$ cat config.mk
export PLATFORM = sky130hd
export DESIGN_NAME = cms_core_state
export DESIGN_NICKNAME = d
export VERILOG_FILES = /design/src/design/cms_pkg.sv /design/src/design/cms_reg_bank.sv /design/src/design/cms_restart_ctl.sv /design/src/design/cms_core_state.sv
export SDC_FILE = /design/constraint.sdc
export NUM_CORES = 2
export LEC_CHECK = 0
export BUFFER_PORTS_ARGS = -buffer_cell sky130_fd_sc_hd__clkbuf_2
export CELL_PAD_IN_SITES_DETAIL_PLACEMENT = 0
export CELL_PAD_IN_SITES_GLOBAL_PLACEMENT = 1
export CORE_AREA = 2 2 264 266
export DETAILED_ROUTE_END_ITERATION = 6
export DIE_AREA = 0 0 266 268
export PLACE_DENSITY_LB_ADDON = 0.1
export SYNTH_ARGS = -nofsm -noshare
export SYNTH_HDL_FRONTEND = slang
export SYNTH_SLANG_ARGS = --single-unit
$ cat constraint.sdc
create_clock -name i_clock -period 50.6 [get_ports i_clock]
set_input_delay 7.59 -clock i_clock [delete_from_list [all_inputs] [get_ports i_clock]]
set_output_delay 7.59 -clock i_clock [all_outputs]
set_load 0.05 [all_outputs]
$ cat src/design/cms_pkg.sv
`default_nettype none
package cms_pkg;

    // register numbering
    localparam logic [3:0] CMS_REG_SP = 4'hd;
    localparam logic [3:0] CMS_REG_LR = 4'he;
    localparam logic [3:0] CMS_REG_PC = 4'hf;
    localparam int CMS_NUM_GPR = 13;

    // reset vector addresses
    localparam logic [31:0] CMS_VEC_SP_ADDR = 32'h0000_0000;
    localparam logic [31:0] CMS_VEC_PC_ADDR = 32'h0000_0004;
    localparam logic [31:0] CMS_WORD_BYTES = 32'h0000_0004;

    // status field positions
    localparam int CMS_FLAG_N = 31;
    localparam int CMS_FLAG_V = 28;
    localparam int CMS_TBIT = 24;
    localparam int CMS_EXC_HI = 5;
    localparam int CMS_CTRL_SPSEL = 1;
    localparam int CMS_PRIORITY_MASK_BIT = 0;

    // exception numbers
    localparam logic [5:0] CMS_EXC_THREAD = 6'h00;
    localparam logic [5:0] CMS_EXC_NMI = 6'h02;
    localparam logic [5:0] CMS_EXC_HARD = 6'h03;
    localparam logic [5:0] CMS_EXC_SVC = 6'h0b;
    localparam logic [5:0] CMS_EXC_PENDABLE_SERVICE_EXCEPTION = 6'h0e;
    localparam logic [5:0] CMS_EXC_TICK = 6'h0f;
    localparam logic [5:0] CMS_EXC_IRQ_LO = 6'h10;
    localparam logic [5:0] CMS_EXC_IRQ_HI = 6'h2f;

    // special register selectors
    typedef enum logic [3:0] {
        CMS_SR_FLAGS,      // condition_flags
        CMS_SR_EXC,        // current_exception_number
        CMS_SR_EXEC,       // execution_state
        CMS_SR_FLAGS_EXC,  // flags_and_exception_view
        CMS_SR_FLAGS_EXEC, // flags_and_exec_view
        CMS_SR_EXC_EXEC,   // exception_and_exec_view
        CMS_SR_ALL,        // combined_status_word
        CMS_SR_MSP,
        CMS_SR_PSP,
        CMS_SR_PRIORITY_MASK,
        CMS_SR_CONTROL
    } cms_sreg_t;

    // state bit load cause
    typedef enum logic [1:0] {
        CMS_TSRC_BRANCH,   // branch_via_reg, branch_link_via_reg, pop
        CMS_TSRC_EXC_RET,  // stacked status restore
        CMS_TSRC_VECTOR    // vector fetch at exception entry
    } cms_tsrc_t;

    // general register write request
    typedef struct packed {
        logic        en;
        logic [3:0]  idx;
        logic [31:0] data;
    } cms_reg_wr_t;

    // special register move request
    typedef struct packed {
        logic        wr;
        cms_sreg_t   sel;
        logic [31:0] data;
    } cms_sreg_req_t;

    // exception entry / return event
    typedef struct packed {
        logic        entry;
        logic        ret;
        logic [5:0]  num;
        logic [31:0] stacked_psr;
        logic        last;   // no further pending or active exceptions
    } cms_exc_ev_t;

endpackage
`default_nettype wire

$ cat src/design/cms_reg_bank.sv
`timescale 1ns/1ps
`default_nettype none
module cms_reg_bank
    import cms_pkg::*;
#(
    parameter int WIDTH = 32
) (
    // clock and reset
    input  wire logic               i_clock,
    input  wire logic               i_rst,
    // write port
    input  wire logic               i_we,
    input  wire logic [3:0]         i_widx,
    input  wire logic [WIDTH-1:0]   i_wdata,
    // read port
    input  wire logic [3:0]         i_ridx,
    output logic      [WIDTH-1:0]   o_rdata
);

    logic [WIDTH-1:0] gpr_r [CMS_NUM_GPR];

    // general data registers
    always_ff @(posedge i_clock or posedge i_rst) begin
        if (i_rst) begin
            for (int i = 0; i < CMS_NUM_GPR; i++) begin
                gpr_r[i] <= '0;
            end
        end else if (i_we && (i_widx < CMS_REG_SP)) begin
            gpr_r[i_widx] <= i_wdata;
        end
    end

    // out of range index reads zero
    always_comb begin
        if (i_ridx < CMS_REG_SP) begin
            o_rdata = gpr_r[i_ridx];
        end else begin
            o_rdata = '0;
        end
    end

endmodule
`default_nettype wire

$ cat src/design/cms_restart_ctl.sv
`timescale 1ns/1ps
`default_nettype none
module cms_restart_ctl
    import cms_pkg::*;
(
    // clock and reset
    input  wire logic        i_clock,
    input  wire logic        i_rst,
    // multi-transfer instruction progress
    input  wire logic        i_multi_start,
    input  wire logic [31:0] i_multi_pc,
    input  wire logic        i_multi_done,
    input  wire logic        i_irq_take,
    input  wire logic        i_exc_ret_last,
    // abandon / restart outputs
    output logic             o_abandon,
    output logic             o_restart,
    output logic [31:0]      o_restart_pc
);

    logic        busy_r;
    logic        pend_r;
    logic [31:0] pc_r;

    // combinational: stop the transfer now
    assign o_abandon = busy_r & i_irq_take;

    // track an in-flight multi_load / multi_store
    always_ff @(posedge i_clock or posedge i_rst) begin
        if (i_rst) begin
            busy_r <= 1'b0;
            pc_r   <= '0;
        end else if (i_multi_start) begin
            busy_r <= 1'b1;
            pc_r   <= i_multi_pc;
        end else if (i_multi_done || o_abandon) begin
            busy_r <= 1'b0;
        end
    end

    // remember abandonment until servicing completes
    always_ff @(posedge i_clock or posedge i_rst) begin
        if (i_rst) begin
            pend_r <= 1'b0;
        end else if (o_abandon) begin
            pend_r <= 1'b1;
        end else if (i_exc_ret_last) begin
            pend_r <= 1'b0;
        end
    end

    // restart from first transfer at the saved address
    always_ff @(posedge i_clock or posedge i_rst) begin
        if (i_rst) begin
            o_restart    <= 1'b0;
            o_restart_pc <= '0;
        end else begin
            o_restart    <= pend_r & i_exc_ret_last;
            o_restart_pc <= pc_r;
        end
    end

endmodule
`default_nettype wire

$ cat src/design/cms_core_state.sv
// Behaviour
// - reset exits to application mode
// - application only after all exceptions
// - push decrements then writes
// - two pointers; handler uses main
// - control bit 1 picks thread pointer
// - reset loads main pointer from 0
// - reset loads counter from 4
// - 13 pointer, 14 link, 15 counter
// - flags in bits 31..28
// - bits 5:0 hold exception number
// - state bit at bit 24
// - execution bits read zero
// - exception-number writes ignored
// - status fields single, paired, whole
// - state bit follows loaded bit 0, bit 24 on exception return
// - clear state bit faults execution
// - interrupt abandons multi-transfer
// - abandoned multi-transfer restarts fully
// - handler reads select zero, ignores writes
// - mask blocks configurable exceptions
`timescale 1ns/1ps
`default_nettype none
module cms_core_state
    import cms_pkg::*;
(
    // clock and reset
    input  wire logic          i_clock,
    input  wire logic          i_rst,
    // reset vector fetch
    output logic               o_vec_req,
    output logic [31:0]        o_vec_addr,
    input  wire logic          i_vec_ack,
    input  wire logic [31:0]   i_vec_data,
    // core register access
    input  wire cms_reg_wr_t   i_reg_wr,
    input  wire logic [3:0]    i_reg_ridx,
    output logic [31:0]        o_reg_rdata,
    // condition flag update from execution
    input  wire logic          i_flags_we,
    input  wire logic [3:0]    i_flags_nzcv,
    // special register moves
    input  wire cms_sreg_req_t i_sreg,
    output logic [31:0]        o_sreg_rdata,
    // stack push / pop
    input  wire logic          i_push,
    input  wire logic          i_pop,
    output logic [31:0]        o_push_addr,
    // state-bit load
    input  wire logic          i_tload,
    input  wire cms_tsrc_t     i_tload_src,
    input  wire logic [31:0]   i_tload_val,
    // exceptions
    input  wire cms_exc_ev_t   i_exc,
    input  wire logic          i_exec_attempt,
    input  wire logic          i_exc_cfg_prio,
    output logic               o_exc_blocked,
    output logic               o_hard_fault,
    // multi-transfer instructions
    input  wire logic          i_multi_start,
    input  wire logic [31:0]   i_multi_pc,
    input  wire logic          i_multi_done,
    input  wire logic          i_irq_take,
    output logic               o_multi_abandon,
    output logic               o_multi_restart,
    output logic [31:0]        o_multi_restart_pc,
    // state view
    output logic               o_handler_mode,
    output logic               o_running,
    output logic [31:0]        o_active_stack_pointer,
    output logic [31:0]        o_program_counter,
    output logic [31:0]        o_combined_status_word
);

    typedef enum logic [1:0] {
        CMS_ST_FETCH_SP,
        CMS_ST_FETCH_PC,
        CMS_ST_RUN
    } cms_state_t;

    cms_state_t  state_r;
    logic        handler_r;
    logic [31:0] main_stack_pointer_r;
    logic [31:0] process_stack_pointer_r;
    logic [31:0] return_link_r;
    logic [31:0] program_counter_r;
    logic [3:0]  flags_r;
    logic [5:0]  exc_num_r;
    logic        tbit_r;
    logic        priority_mask_r;
    logic        spsel_r;
    logic [31:0] gpr_rdata;
    logic        use_psp;
    logic [31:0] sp_nxt;
    logic        sreg_wr;
    logic        sp_wr;

    // status word assembly from the three fields
    function automatic logic [31:0] psr_view(input logic f, input logic e,
                                             input logic x);
        logic [31:0] v;
        v = '0;
        if (f) begin
            v[CMS_FLAG_N:CMS_FLAG_V] = flags_r;
        end
        if (e) begin
            v[CMS_EXC_HI:0] = exc_num_r;
        end
        if (x) begin
            v[CMS_TBIT] = tbit_r;
        end
        return v;
    endfunction

    // does a special register selector include the flags field
    function automatic logic has_flags(input cms_sreg_t s);
        return (s == CMS_SR_FLAGS) || (s == CMS_SR_FLAGS_EXC) ||
               (s == CMS_SR_FLAGS_EXEC) || (s == CMS_SR_ALL);
    endfunction

    cms_reg_bank #(
        .WIDTH (32)
    ) u_bank (
        .i_clock (i_clock),
        .i_rst   (i_rst),
        .i_we    (i_reg_wr.en),
        .i_widx  (i_reg_wr.idx),
        .i_wdata (i_reg_wr.data),
        .i_ridx  (i_reg_ridx),
        .o_rdata (gpr_rdata)
    );

    cms_restart_ctl u_restart (
        .i_clock        (i_clock),
        .i_rst          (i_rst),
        .i_multi_start  (i_multi_start),
        .i_multi_pc     (i_multi_pc),
        .i_multi_done   (i_multi_done),
        .i_irq_take     (i_irq_take),
        .i_exc_ret_last (i_exc.ret & i_exc.last),
        .o_abandon      (o_multi_abandon),
        .o_restart      (o_multi_restart),
        .o_restart_pc   (o_multi_restart_pc)
    );

    // handler always main, thread by select bit
    assign use_psp = ~handler_r & spsel_r;
    assign o_active_stack_pointer = use_psp ? process_stack_pointer_r
                                            : main_stack_pointer_r;
    // full-descending: decrement first, write at new address
    assign sp_nxt = o_active_stack_pointer - CMS_WORD_BYTES;
    assign o_push_addr = sp_nxt;

    assign sreg_wr = i_sreg.wr && (state_r == CMS_ST_RUN);
    assign sp_wr = i_reg_wr.en && (i_reg_wr.idx == CMS_REG_SP);

    // reset vector sequencing
    always_ff @(posedge i_clock or posedge i_rst) begin
        if (i_rst) begin
            state_r <= CMS_ST_FETCH_SP;
        end else begin
            unique case (state_r)
                CMS_ST_FETCH_SP: begin
                    if (i_vec_ack) begin
                        state_r <= CMS_ST_FETCH_PC;
                    end
                end
                CMS_ST_FETCH_PC: begin
                    if (i_vec_ack) begin
                        state_r <= CMS_ST_RUN;
                    end
                end
                CMS_ST_RUN: begin
                    state_r <= CMS_ST_RUN;
                end
            endcase
        end
    end

    assign o_vec_req = (state_r != CMS_ST_RUN);
    assign o_vec_addr = (state_r == CMS_ST_FETCH_SP) ? CMS_VEC_SP_ADDR
                                                      : CMS_VEC_PC_ADDR;
    assign o_running = (state_r == CMS_ST_RUN);

    // processor mode
    always_ff @(posedge i_clock or posedge i_rst) begin
        if (i_rst) begin
            handler_r <= 1'b0;
        end else if (i_exc.entry) begin
            handler_r <= 1'b1;
        end else if (i_exc.ret && i_exc.last) begin
            handler_r <= 1'b0;
        end
    end

    // main stack pointer
    always_ff @(posedge i_clock or posedge i_rst) begin
        if (i_rst) begin
            main_stack_pointer_r <= '0;
        end else if (state_r == CMS_ST_FETCH_SP && i_vec_ack) begin
            main_stack_pointer_r <= i_vec_data;
        end else if (sreg_wr && i_sreg.sel == CMS_SR_MSP) begin
            main_stack_pointer_r <= i_sreg.data;
        end else if (sp_wr && !use_psp) begin
            main_stack_pointer_r <= i_reg_wr.data;
        end else if (i_push && !use_psp) begin
            main_stack_pointer_r <= sp_nxt;
        end else if (i_pop && !use_psp) begin
            main_stack_pointer_r <= main_stack_pointer_r + CMS_WORD_BYTES;
        end
    end

    // process stack pointer
    always_ff @(posedge i_clock or posedge i_rst) begin
        if (i_rst) begin
            process_stack_pointer_r <= '0;
        end else if (sreg_wr && i_sreg.sel == CMS_SR_PSP) begin
            process_stack_pointer_r <= i_sreg.data;
        end else if (sp_wr && use_psp) begin
            process_stack_pointer_r <= i_reg_wr.data;
        end else if (i_push && use_psp) begin
            process_stack_pointer_r <= sp_nxt;
        end else if (i_pop && use_psp) begin
            process_stack_pointer_r <= process_stack_pointer_r + CMS_WORD_BYTES;
        end
    end

    // link register
    always_ff @(posedge i_clock or posedge i_rst) begin
        if (i_rst) begin
            return_link_r <= '0;
        end else if (i_reg_wr.en && i_reg_wr.idx == CMS_REG_LR) begin
            return_link_r <= i_reg_wr.data;
        end
    end

    // program counter
    always_ff @(posedge i_clock or posedge i_rst) begin
        if (i_rst) begin
            program_counter_r <= '0;
        end else if (state_r == CMS_ST_FETCH_PC && i_vec_ack) begin
            program_counter_r <= {i_vec_data[31:1], 1'b0};
        end else if (i_tload) begin
            program_counter_r <= {i_tload_val[31:1], 1'b0};
        end else if (i_reg_wr.en && i_reg_wr.idx == CMS_REG_PC) begin
            program_counter_r <= i_reg_wr.data;
        end
    end

    // flags; execution beats a move
    always_ff @(posedge i_clock or posedge i_rst) begin
        if (i_rst) begin
            flags_r <= '0;
        end else if (i_flags_we) begin
            flags_r <= i_flags_nzcv;
        end else if (i_exc.ret) begin
            flags_r <= i_exc.stacked_psr[CMS_FLAG_N:CMS_FLAG_V];
        end else if (sreg_wr && has_flags(i_sreg.sel)) begin
            flags_r <= i_sreg.data[CMS_FLAG_N:CMS_FLAG_V];
        end
    end

    // exception number: never written by moves
    always_ff @(posedge i_clock or posedge i_rst) begin
        if (i_rst) begin
            exc_num_r <= CMS_EXC_THREAD;
        end else if (i_exc.entry) begin
            exc_num_r <= i_exc.num;
        end else if (i_exc.ret) begin
            exc_num_r <= i_exc.stacked_psr[CMS_EXC_HI:0];
        end
    end

    // state bit, hardware loads only
    always_ff @(posedge i_clock or posedge i_rst) begin
        if (i_rst) begin
            tbit_r <= 1'b0;
        end else if (state_r == CMS_ST_FETCH_PC && i_vec_ack) begin
            tbit_r <= i_vec_data[0];
        end else if (i_tload) begin
            unique case (i_tload_src)
                CMS_TSRC_EXC_RET: tbit_r <= i_tload_val[CMS_TBIT];
                default:          tbit_r <= i_tload_val[0];
            endcase
        end
    end

    // priority mask
    always_ff @(posedge i_clock or posedge i_rst) begin
        if (i_rst) begin
            priority_mask_r <= 1'b0;
        end else if (sreg_wr && i_sreg.sel == CMS_SR_PRIORITY_MASK) begin
            priority_mask_r <= i_sreg.data[CMS_PRIORITY_MASK_BIT];
        end
    end

    // stack-select bit; writes ignored in handler mode
    always_ff @(posedge i_clock or posedge i_rst) begin
        if (i_rst) begin
            spsel_r <= 1'b0;
        end else if (sreg_wr && i_sreg.sel == CMS_SR_CONTROL
                     && !handler_r) begin
            spsel_r <= i_sreg.data[CMS_CTRL_SPSEL];
        end
    end

    // only nmi and hard fault have fixed priority
    assign o_exc_blocked = priority_mask_r & i_exc_cfg_prio;

    // executing with state bit clear faults instead
    assign o_hard_fault = o_running & i_exec_attempt & ~tbit_r;

    // special register read
    always_comb begin
        o_sreg_rdata = '0;
        unique case (i_sreg.sel)
            CMS_SR_FLAGS:      o_sreg_rdata = psr_view(1'b1, 1'b0, 1'b0);
            CMS_SR_EXC:        o_sreg_rdata = psr_view(1'b0, 1'b1, 1'b0);
            CMS_SR_EXEC:       o_sreg_rdata = '0;
            CMS_SR_FLAGS_EXC:  o_sreg_rdata = psr_view(1'b1, 1'b1, 1'b0);
            CMS_SR_FLAGS_EXEC: o_sreg_rdata = psr_view(1'b1, 1'b0, 1'b0);
            CMS_SR_EXC_EXEC:   o_sreg_rdata = psr_view(1'b0, 1'b1, 1'b0);
            CMS_SR_ALL:        o_sreg_rdata = psr_view(1'b1, 1'b1, 1'b0);
            CMS_SR_MSP:        o_sreg_rdata = main_stack_pointer_r;
            CMS_SR_PSP:        o_sreg_rdata = process_stack_pointer_r;
            CMS_SR_PRIORITY_MASK:    o_sreg_rdata[CMS_PRIORITY_MASK_BIT] = priority_mask_r;
            CMS_SR_CONTROL:    o_sreg_rdata[CMS_CTRL_SPSEL] = use_psp;
            default:           o_sreg_rdata = '0;
        endcase
    end

    // core register read by number
    always_comb begin
        unique case (i_reg_ridx)
            CMS_REG_SP: o_reg_rdata = o_active_stack_pointer;
            CMS_REG_LR: o_reg_rdata = return_link_r;
            CMS_REG_PC: o_reg_rdata = program_counter_r;
            default:    o_reg_rdata = gpr_rdata;
        endcase
    end

    assign o_handler_mode = handler_r;
    assign o_program_counter = program_counter_r;
    assign o_combined_status_word = psr_view(1'b1, 1'b1, 1'b1);

endmodule
`default_nettype wire

==> summary.txt <==
CTS
  – Post-CTS setup buffers: 0
  – Hold Buf Count CTS: 0
  – PostCTS Resize Cnt: 0
  – TritonCTS Sinks: 627
  – CTS root buf: clkbuf_16
  – TritonCTS clock tree: yes
  – Num CTS Buffers: 73
  – Worst-path clk slew: 0.06 ns
  – CTS max path bufs: 3
  – Clock Latency Late Sink: 0.62 ns
  – Max H-tree Level: 3

Detailed routing
  – Pre-antenna DRT Iters: 6
  – Routed via count: 26.2k
  – Final routed DRC violation total: 0
  – Final WL: 121,000 um
  – Routed wire per std cell: 28.8 um
  – Initial drt markers: 2,715
  – Antenna-violating nets left: 0
  – Vias per cell: 6.23

Layout
  – Most frequent cells in the layout: dfrtp_1 (627), mux2_2 (499), clkbuf_2 (417), nor2_1 (193), nand2_1 (192)
  – Layout cell share with drive strength beyond 1: 0.360
  – Seq. cell area: 15,700 sq um
  – Non-Filler Instances: 4,207
  – Synthesis-to-finish area growth: 15.1%
  – Fillers: 5,976
  – Final nets: 3,507
  – Post-Layout Inst Area: 38,300 sq um
  – Commonest non-fill, non-tap cell in the layout: dfrtp_1
  – Multi-input logic area: 16,300 sq um

Placed design
  – Hpwl dp: 82,500 um
  – Placed cells: 4,075
  – Placed cell area: 35,800 sq um
  – Port bufs: 421
  – Routability cong.: 0.989

Setup path
  – WS Path Type: in -> out
  – R2R Path End: main_stack_pointer_r[24]
  – Worst Setup End Kind: primary output
  – CP startpoint kind: input pin
  – RR Startpoint: o_handler_mode
  – CP max FO: 68
  – Worst R2R Setup Slack: 46.03 ns
  – Required @ worst endpoint: 43.01 ns
  – Worst r2r path cells: 9
  – Worst EP arrival: 11.48 ns

Die
  – Core area: 68,200 sq um
  – Top Ports: 496
  – Die Y: 268 um
  – Std-Cell Rows: 96
  – Die Span X: 266 um
  – Starting density of the core: 0.488
  – Die area: 71,300 sq um

Pwr
  – VDD IR max: 0.0378 mV
  – Leakage: 17.3 nW
  – Pwr dens: 51.5 nW/um^2

Logic synthesis
  – Synth Instances: 2,976
  – FFs w/ async S/R, synth: 1.00
  – Post-synth EDFFs: 0
  – Post-synth top area share: 0.471
  – Sequential-to-total area share from yosys stat: 0.471
  – Leading area contributor after synthesis: dfrtp_1
  – Synth Cell Area: 33,300 sq um
  – Seq cells post-synth: 627
  – Most area-consuming cells after synthesis: dfrtp_1 (47%), mux2_2 (17%), mux2i_1 (4.4%), mux4_2 (4.3%), nor2_1 (2.3%)
  – Synth cell types: 77
  – Most used flip-flop cell after synthesis: dfrtp_1
  – Syn Area/Cell: 11.2 sq um
  – Yosys Warn Count: 0

Global route
  – Vias in the first global route: 26.3k
  – Antenna violations before repair: 4
  – Global-route wire length before repair: 178,000 um
  – Largest net degree at the start of global routing: 150
  – Grt ovf: 0
  – Gr usage total: 0.338

Hold path
  – Min-delay src: u_restart.pc_r[6]
  – Path category of the worst min-delay check: reg -> reg
  – Hold Path Depth: 0
  – WHS Endpoint: u_restart.o_restart_pc[6]

STA
  – Fmax: 52.4 MHz
  – Max_slew headroom: 0.271
  – Final setup violation count: 0
  – Final Hold Viols: 0
  – Crit path time final: 19.07 ns
  – Setup Skew: 0.0314 ns
  – Setup TNS: 0 ns
  – Worst Tran Pin Value: 1.09 ns
  – Slew Viols, Final: 0
  – Final hold slack: 0.368 ns
  – Crit share post-route: 0.377
  – Unrepaired setup endpoints after global routing: no

Status
  – Status: completed

Flow run
  – Max_cap viols: 0
-- cell type report --
| cell class | instances | area share |
|---|---|---|
| multi-input combinational | 2040 | 0.425 |
| sequential | 627 | 0.410 |
| timing repair buffer | 480 | 0.0674 |
| clock buffer | 104 | 0.0558 |
| tap | 882 | 0.0288 |
| clock inverter | 24 | 0.00872 |
| inverter | 46 | 0.00470 |
| antenna | 4 | 0.000261 |
-- state kept, by name (all words and copies together) (netlist names) --
signal	flops
u_restart.pend_r	1
o_program_counter	32
spsel_r	1
priority_mask_r	1
u_restart.pc_r	32
state_r	2
exc_num_r	6
o_handler_mode	1
u_restart.busy_r	1
u_restart.o_restart	1
return_link_r	32
main_stack_pointer_r	32
tbit_r	1
u_restart.o_restart_pc	32
flags_r	4
u_bank.gpr_r	416
process_stack_pointer_r	32
-- Yosys cell counts (17+ instances only) --
| library cell | count |
|---|---|
| or3_1 | 27 |
| and3_1 | 17 |
| o22a_1 | 21 |
| a211oi_1 | 25 |
| xnor2_1 | 45 |
| a22o_1 | 24 |
| mux4_2 | 64 |
| nand4_1 | 17 |
| buf_1 | 44 |
| a221oi_1 | 48 |
| clkbuf_1 | 196 |
| xor2_1 | 29 |
| o21ai_0 | 129 |
| inv_1 | 46 |
| nand2_1 | 192 |
| nor2_1 | 202 |
| mux2_2 | 499 |
| o22ai_1 | 41 |
| buf_4 | 57 |
| nor2b_1 | 21 |
| nor3_1 | 40 |
| a21oi_1 | 139 |
| mux2i_1 | 146 |
| nand3_1 | 55 |
| o21a_1 | 20 |
| dfrtp_1 | 627 |
-- through the flow --
step	power, mW	utilization	setup slack (ns)
finish	1.97	0.561	31.53
floorplan	1.22	-	25.45
global placement	1.40	0.525	31.63
detailed placement	1.42	0.525	31.59
CTS	1.97	0.561	31.57
global route	2.06	0.561	31.28
-- cell families after synthesis --
group	count (synthesis)	synth area share
compound gates	558	0.111
xor+xnor	74	0.0195
fa+ha+maj	6	0.00226
buf+inv	360	0.0482
flops	627	0.471
mux	711	0.257
other cells	1	0.000113
simple gates	639	0.0906
-- how the worst max path moves through the flow --
stage | start | end | slack [ns] | depth (start not counted)
finish | i_reg_ridx[0] | o_reg_rdata[22] | 31.53 | 8
global route | i_reg_ridx[0] | o_reg_rdata[22] | 31.28 | 8
CTS | i_reg_ridx[0] | o_reg_rdata[22] | 31.57 | 8
detailed placement | i_reg_ridx[0] | o_reg_rdata[22] | 31.59 | 8
global placement | i_reg_ridx[0] | o_reg_rdata[22] | 31.63 | 8
floorplan | i_rst | exc_num_r[0] | 25.45 | 1
-- layer usage --
metal  wire length [um]  GRT usage
met1              52300      0.474
met2              56500      0.542
met3               9150     0.0602
met4               3280     0.0910
met5                  0          0
-- worst max-delay path, stage by stage --
cell and delay (ns):
buf_6 0.51, buf_4 0.68, buf_4 0.73, o21ai_0 0.21, nand2_1 0.59, o22ai_1 0.18, a21oi_1 0.40, clkbuf_2 0.36
-- power by group --
group	internal (mW)	switching, mW	leakage (nW)
sequential	0.624	0.111	7.62
combinational	0.234	0.457	8.43
clock	0.326	0.219	1.21
total	1.18	0.787	17.3
No activity file was read; power rests on OpenSTA's default activity.
